### config.mk
export PLATFORM = sky130hd
export DESIGN_NAME = ber_top
export DESIGN_NICKNAME = d
export VERILOG_FILES = /design/src/design/ber_pkg.sv /design/src/design/ber_top.sv
export SDC_FILE = /design/constraint.sdc
export NUM_CORES = 1
export LEC_CHECK = 0
export BUFFER_PORTS_ARGS = -buffer_cell sky130_fd_sc_hd__buf_2
export CAP_MARGIN = 0
export CORE_MARGIN = 2
export CORE_UTILIZATION = 30
export DETAILED_ROUTE_END_ITERATION = 10
export SYNTH_ARGS = -nofsm -noshare
export SYNTH_HDL_FRONTEND = slang
export SYNTH_SLANG_ARGS = --single-unit
### constraint.sdc
create_clock -name CLK -period 8.8 [get_ports CLK]
set_clock_uncertainty 0.15 [all_clocks]
set_input_delay 0 -clock CLK [delete_from_list [all_inputs] [get_ports CLK]]
set_output_delay 0 -clock CLK [all_outputs]
set_load 0.005 [all_outputs]
### src/design/ber_pkg.sv
// Purpose: constants and types of the bridge error reporting unit
// Assumes: register index = byte-address / 4, one 8- or 32-bit register per word
// Notes: all resets are zero
// Contract
// - correct single-bit memory errors silently
// - count single-bit errors, save their address
// - count above trigger level raises trigger error
// - trigger error enable/status bit 2, W1C
// - cpu trigger error: clear pci flag, capture
// - pci access error: set pci flag, capture
// - uncorrectable read error raises multi-bit error
// - multi-bit enable/status bit 3, W1C
// - cpu multi-bit error: capture, cpu number bit 7
// - fatal request sampled as plain level
// - fatal request holds MCP when option enabled
// - fatal request ignored while error outstanding
// - fatal request never blocks other error detection
// - bus MCP pulse then MCP off until clear; the code releases it once no error is outstanding
// - record, report, then suppress until cleared
// - reporting never disturbs bus or memory traffic
// - MCP pulses two clocks for its error classes
// - terminable transfer error ends with TEA
// - target system error pulses SERR one PCI clock
// - receive data parity error pulses PERR
// - no status while outstanding, reports still issued
package ber_pkg;
	localparam logic [7:0] IDX_SB_COUNT = 8'hb8;
	localparam logic [7:0] IDX_SB_LEVEL = 8'hb9;
	localparam logic [7:0] IDX_OPTIONS = 8'hba;
	localparam logic [7:0] IDX_ERR_EN = 8'hc0;
	localparam logic [7:0] IDX_ERR_STS = 8'hc1;
	localparam logic [7:0] IDX_CPU_INFO = 8'hc3;
	localparam logic [7:0] IDX_PCI_INFO = 8'hc7;
	localparam logic [7:0] IDX_CAP_ADDR = 8'hc8;
	localparam logic [7:0] IDX_SB_ADDR = 8'hcc;
	localparam int BIT_TRIG = 2;
	localparam int BIT_MULTI = 3;
	localparam int BIT_PCI_CYC = 4;
	localparam int BIT_SB_CPU = 5;
	localparam int BIT_MB_CPU = 7;
	localparam int BIT_MCP_EN = 0;
	localparam int BIT_ECC_MODE = 1;
	localparam logic [7:0] STS_MASK = 8'h0c;
	localparam logic [7:0] RST_BYTE = 8'h00;
	localparam logic [31:0] RST_WORD = 32'h00000000;
	localparam logic [1:0] MCP_CLKS = 2'h2;
	localparam int CLK_NS = 10;
	localparam int PCI_CLK_NS = 30;
	localparam int PCI_PULSE_CYC = (PCI_CLK_NS + CLK_NS - 1) / CLK_NS;
	typedef struct packed {
		logic [7:0] cnt;
		logic [7:0] lvl;
		logic [7:0] opt;
		logic [7:0] en;
		logic [7:0] sts;
		logic [7:0] cinfo;
		logic [7:0] pinfo;
		logic [31:0] cap;
		logic [31:0] sbaddr;
		logic [31:0] rdata;
		logic [1:0] mcp_cnt;
		logic mcp_blk;
		logic fatal;
		logic tea;
		logic [3:0] serr_cnt;
		logic [3:0] perr_cnt;
		logic [63:0] corr;
	} ber_state_t;
	typedef struct packed {
		logic [31:0] addr;
		logic is_pci;
		logic cpu_num;
		logic [7:0] cpu_ctrl;
		logic [3:0] pci_ctrl;
	} ber_access_t;
endpackage

### src/design/ber_top.sv
// Purpose: ecc error counting, capture and error reporting to cpu and pci
// Assumes: register port byte address, index in bits [9:2]; inputs synchronous
// Notes: SERR and PERR pulses last one PCI clock counted in CPU clocks
`timescale 1ns/10ps
module ber_top #(
	parameter logic [3:0] PCI_CYC = 4'(ber_pkg::PCI_PULSE_CYC)
) (
	// clock and reset
	input wire logic CLK,
	input wire logic RST,
	// register port
	input wire logic [9:0] REG_ADDR,
	input wire logic [31:0] REG_WDATA,
	input wire logic REG_WR,
	input wire logic REG_RD,
	output logic [31:0] REG_RDATA,
	// memory read path
	input wire logic [63:0] MEM_DATA,
	input wire logic [31:0] MEM_ADDR,
	input wire logic ECC_SBE,
	input wire logic [5:0] ECC_BIT,
	input wire logic ECC_MBE,
	output logic [63:0] CORR_DATA,
	// access that caused the memory read
	input wire ber_pkg::ber_access_t ACC,
	// cpu bus error sources and reports
	input wire logic FATAL_REQ,
	input wire logic XFER_ERR,
	input wire logic LATE_ERR,
	output logic MCP_N,
	output logic TEA_N,
	// pci error sources and reports
	input wire logic PCI_SYS_ERR,
	input wire logic PCI_DPAR_ERR,
	input wire logic PCI_RX_DATA,
	output logic SERR_N_O,
	output logic SERR_N_OE,
	output logic PERR_N_O,
	output logic PERR_N_OE
);
	ber_pkg::ber_state_t s_q, s_d;
	logic [7:0] idx;
	logic outst, ecc_on, sbe, trig_err, mbe_err, rec, mcp_ev;
	logic [7:0] cnt_inc;

	if (PCI_CYC == 4'h0) begin : g_bad_cyc
		$error("PCI_CYC must be at least one clock");
	end

	function automatic logic hit(input logic [7:0] i, input logic [7:0] want);
		hit = (i == want);
	endfunction

	always_comb begin
		idx = REG_ADDR[9:2];
		ecc_on = s_q.opt[ber_pkg::BIT_ECC_MODE];
		sbe = ECC_SBE & ecc_on;
		// saturate so a long error burst cannot wrap below the trigger level
		cnt_inc = (s_q.cnt == 8'hff) ? s_q.cnt : s_q.cnt + 8'h01;
		trig_err = sbe & (cnt_inc > s_q.lvl) & s_q.en[ber_pkg::BIT_TRIG];
		mbe_err = ECC_MBE & ecc_on & s_q.en[ber_pkg::BIT_MULTI];
		outst = |(s_q.sts & ber_pkg::STS_MASK);
		rec = (trig_err | mbe_err) & ~outst;
		mcp_ev = trig_err | mbe_err | LATE_ERR;
		s_d = s_q;
		// correction needs no report of its own
		s_d.corr = MEM_DATA ^ (sbe ? (64'h1 << ECC_BIT) : 64'h0);
		if (REG_WR) begin
			if (hit(idx, ber_pkg::IDX_SB_COUNT))
				s_d.cnt = REG_WDATA[7:0];
			if (hit(idx, ber_pkg::IDX_SB_LEVEL))
				s_d.lvl = REG_WDATA[7:0];
			if (hit(idx, ber_pkg::IDX_OPTIONS))
				s_d.opt = REG_WDATA[7:0];
			if (hit(idx, ber_pkg::IDX_ERR_EN))
				s_d.en = REG_WDATA[7:0];
			if (hit(idx, ber_pkg::IDX_ERR_STS))
				s_d.sts = s_q.sts & ~REG_WDATA[7:0];
			if (hit(idx, ber_pkg::IDX_CAP_ADDR))
				s_d.cap = REG_WDATA;
			if (hit(idx, ber_pkg::IDX_SB_ADDR))
				s_d.sbaddr = REG_WDATA;
		end
		// hardware events come after the write so a set beats a clear
		if (sbe) begin
			s_d.cnt = cnt_inc;
			s_d.sbaddr = MEM_ADDR;
		end
		if (rec) begin
			if (trig_err)
				s_d.sts[ber_pkg::BIT_TRIG] = 1'b1;
			if (mbe_err)
				s_d.sts[ber_pkg::BIT_MULTI] = 1'b1;
			s_d.cap = ACC.addr;
			s_d.pinfo[ber_pkg::BIT_PCI_CYC] = ACC.is_pci;
			if (ACC.is_pci) begin
				s_d.pinfo[3:0] = ACC.pci_ctrl;
			end else begin
				s_d.cinfo = ACC.cpu_ctrl;
				if (mbe_err)
					s_d.pinfo[ber_pkg::BIT_MB_CPU] = ACC.cpu_num;
				else
					s_d.pinfo[ber_pkg::BIT_SB_CPU] = ACC.cpu_num;
			end
		end
		// plain level, no history; blind while an error is outstanding
		s_d.fatal = FATAL_REQ & ~outst;
		if (mcp_ev)
			s_d.mcp_cnt = ber_pkg::MCP_CLKS;
		else if (s_q.mcp_cnt != 2'h0)
			s_d.mcp_cnt = s_q.mcp_cnt - 2'h1;
		// after a bus pulse the fatal hold stays off until no error is outstanding
		if (s_q.mcp_cnt == 2'h1 && !mcp_ev)
			s_d.mcp_blk = 1'b1;
		else if (!outst && s_q.mcp_cnt == 2'h0)
			s_d.mcp_blk = 1'b0;
		s_d.tea = XFER_ERR;
		if (PCI_SYS_ERR)
			s_d.serr_cnt = PCI_CYC;
		else if (s_q.serr_cnt != 4'h0)
			s_d.serr_cnt = s_q.serr_cnt - 4'h1;
		if (PCI_DPAR_ERR && PCI_RX_DATA)
			s_d.perr_cnt = PCI_CYC;
		else if (s_q.perr_cnt != 4'h0)
			s_d.perr_cnt = s_q.perr_cnt - 4'h1;
		s_d.rdata = 32'h0;
		if (REG_RD) begin
			unique case (idx)
				ber_pkg::IDX_SB_COUNT: s_d.rdata = {24'h0, s_q.cnt};
				ber_pkg::IDX_SB_LEVEL: s_d.rdata = {24'h0, s_q.lvl};
				ber_pkg::IDX_OPTIONS: s_d.rdata = {24'h0, s_q.opt};
				ber_pkg::IDX_ERR_EN: s_d.rdata = {24'h0, s_q.en};
				ber_pkg::IDX_ERR_STS: s_d.rdata = {24'h0, s_q.sts};
				ber_pkg::IDX_CPU_INFO: s_d.rdata = {24'h0, s_q.cinfo};
				ber_pkg::IDX_PCI_INFO: s_d.rdata = {24'h0, s_q.pinfo};
				ber_pkg::IDX_CAP_ADDR: s_d.rdata = s_q.cap;
				ber_pkg::IDX_SB_ADDR: s_d.rdata = s_q.sbaddr;
				default: s_d.rdata = 32'h0;
			endcase
		end
	end

	always_ff @(posedge CLK) begin
		if (RST) begin
			s_q <= '0;
			s_q.cnt <= ber_pkg::RST_BYTE;
			s_q.cap <= ber_pkg::RST_WORD;
		end else begin
			s_q <= s_d;
		end
	end

	// reports are side outputs only; no bus or memory state depends on them
	assign MCP_N = ~((s_q.mcp_cnt != 2'h0) |
		(s_q.fatal & s_q.opt[ber_pkg::BIT_MCP_EN] & ~s_q.mcp_blk));
	assign TEA_N = ~s_q.tea;
	// SERR is open drain: only ever driven low
	assign SERR_N_O = 1'b0;
	assign SERR_N_OE = (s_q.serr_cnt != 4'h0);
	assign PERR_N_O = (s_q.perr_cnt == 4'h0);
	assign PERR_N_OE = (s_q.perr_cnt != 4'h0);
	assign REG_RDATA = s_q.rdata;
	assign CORR_DATA = s_q.corr;
endmodule

==> flow_summary.toml <==
[setup_path]
cp_num_buf_inv = 2
r2r-start = "s_q[221]"
path_class = "reg2reg"
startpoint = "s_q[221]"
slowest_stage = "dlygate4sd3_1"
path_cells = "ha_1 -> and3_1 -> nand4_1 -> mux2_2 -> ha_1 -> nor2b_1 -> o211ai_1 -> a21oi_1 -> o21bai_1 -> nand4b_1 -> dlygate4sd3_1 -> a21oi_1 -> dlygate4sd3_1"
slowest_delay_ps = 580
arrival_ps = 4980
cp.required_ps = 9140
crit_path_end_kind = "flop"
crit_family = "buffers and inverters"
start_kind = "flop"
crit_fanout = 8

[outcome]
status = "complete, no violations"

[logic_synthesis]
synthFlopType = "dfxtp_1"
syn_area_sq_um = 11100
avgSynthCellArea_sq_um = 8.44
synthesis.nets = 1527
syn_inst = 1313
synth_edf_count = 0
ys_seq_elements = 228
synth_cell_type_count = 60
yosys_warnings = 0
async_flop_share_pct = 0
synth.yosys.seq_area_share_pct = 41.2

[global_route]
grt_usage_pct = 19.3
grt_pass1_vias = 11500
grt.overflow.total = 0
antenna_found_initial = 2
grt_max_degree = 82
grt_pass1_wl_um = 59900

[clocking]
cts_resized = 0
clock_sink_count = 228
clkSlewWorstSetupHoldPaths_ps = 60
insertion_delay_ps = 540
cts-root-buf = "clkbuf_16"
cts_tree = "yes"
clock_path_buffers = 3
numCtsBuffers = 27
h-tree-depth = 1

[detailed_routing]
drtPass1Iterations = 8
drtIter0Drc = 613
vias = 11200
wl_per_cell_um = 17.2
ant_nets = 0
drc = 0
routed_wl_um = 38300
vias_per_cell = 5.01

[floorplan]
start_util_pct = 30.3
fp.coreArea_sq_um = 36500
die_area_sq_um = 38500
chipHeight_um = 196
row_count = 70
ios = 304
dieWidth_um = 196

[timing]
tns_ps = 0
fin_ws_ps = 4160
slew_viol_final = 0
fmax_mhz = 215
period_share_pct = 52.8
tightest_slew_ps = 989
hold_ws_ps = 32.3
rsz0062_at_grt = "false"
slew_headroom_pct = 33.7
setup_viol = 0
finalHoldViolations = 0
fin_crit_ps = 4640

[run]
drv_cap = 0

[final_layout]
areaGrowthSynthToFinish_pct = 42.2
instances_no_fill = 2229
fin_area_sq_um = 15800
nets = 1957
drive_above_1_share_pct = 22.7

[power_and_ir_drop]
ir_drop_mv = 0.154
power_density_nw_per_um2 = 156
p_leak_nw = 6.38

[hold_path]
hold_start = "ECC_BIT[0]"
hp-class = "in2reg"

[place]
placed_area_sq_um = 12100
post-place-ws_ps = 4760
dp_hpwl_um = 23800
portBuffers = 300
placed_cells = 1903
gp_congestion = 0.866
state kept, by name (all words and copies together), names as in the netlist:
register   count
CORR_DATA     64
REG_RDATA     32
s_q          131
ecc_on         1
path summary, 6_finish.rpt:
path              slack, ps  depth (start not counted)       endpoint
setup / recovery       4160                         13       s_q[178]
hold / removal           30                          5  CORR_DATA[24]
setup reg to reg       4160                         13       s_q[178]
hold reg to reg         300                          2       s_q[193]
logic make-up after synthesis:
logic type	count (synthesis)	synth area share, %
compound gates	209	15.4
fa+ha+maj	12	1.35
simple gates	554	22.4
flops	228	41.2
xor+xnor	65	5.14
other cells	1	0.0338
buf+inv	206	11.1
mux	38	3.47
placed cells by master (no fill, tap or decap), types with 5 or more instances in the layout:
master	count
a211oi_1	6
a21oi_1	44
a221oi_1	6
a22oi_1	40
a311oi_1	36
a311oi_2	30
a31oi_1	8
buf_2	299
buf_4	12
clkbuf_1	6
clkbuf_16	27
clkinv_2	5
dfxtp_1	228
dlygate4sd3_1	279
ha_1	12
inv_1	16
mux2i_1	35
nand2_1	154
nand2b_1	17
nand3_1	83
nand4_1	8
nor2_1	201
nor2b_1	8
nor3_1	39
nor4_1	8
o21ai_0	19
or3_1	8
xnor2_1	36
xor2_1	29
stage by stage:
step | util (%) | power, mW
after CTS | 43.1 | 2.46
after detailed placement | 33.2 | 1.30
after global placement | 33.2 | 1.30
after global routing | 43.1 | 2.54
final | 43.1 | 2.45
after floorplan | - | 1.22
synth_stat cells (5+ instances only):
cell type  count  area (sq um)
a211oi_1       6          45.0
a21oi_1       44           220
a221oi_1       6          52.6
a22oi_1       40           300
a311oi_1      36           315
a311oi_2      30           450
a31oi_1        8          50.1
and2_1         5          31.3
buf_2         16          80.1
buf_4        103           773
buf_6          6          67.6
clkbuf_1      62           233
dfxtp_1      228          4560
ha_1          12           150
inv_1         16          60.1
mux2i_1       35           350
nand2_1      155           582
nand2b_1      17           106
nand3_1       83           415
nand4_1        8          50.1
nor2_1       201           754
nor2b_1        8          50.1
nor3_1        39           195
nor4_1         8          50.1
o21ai_0       19          95.1
or3_1          8          50.1
xnor2_1       36           315
xor2_1        29           254
power breakdown:
part,switching [mW],internal [mW]
Clock,0.445,0.643
Sequential,0.0113,1.06
Combinational,0.140,0.157
Total,0.596,1.86
layer usage:
layer / GRT usage (%) / vias up / share of wire, %
li1: - / 5319 / -
met3: 3.73 / 114 / 7.2
met1: 22.5 / 5228 / 40
met5: 0 / - / 0
met2: 33.5 / 502 / 48
met4: 10.3 / 0 / 4.9
worst reg2reg max path: cells and delay by family, from the launching register on:
kind / cells / cell delay, ps
mux: 1 / 420
fa+ha+maj: 2 / 520
compound gates: 4 / 960
buf+inv: 2 / 1150
simple gates: 4 / 940
flops: 1 / 460
cell type report:
type	count	area [sq um]
antenna	2	5.00
clock buffer	36	739
clock inverter	9	101
fill	3481	20800
inverter	16	60.1
multi-input combinational	879	5310
sequential	228	4560
tap	468	586
timing repair buffer	591	4390
timing repair:
action | in CTS | in global routing
hold buffers | 279 | 0
hold endpoints to repair | 228 | 0
buffers inserted | 0 | 0
Note: power is estimated with default switching activity, not from simulation.
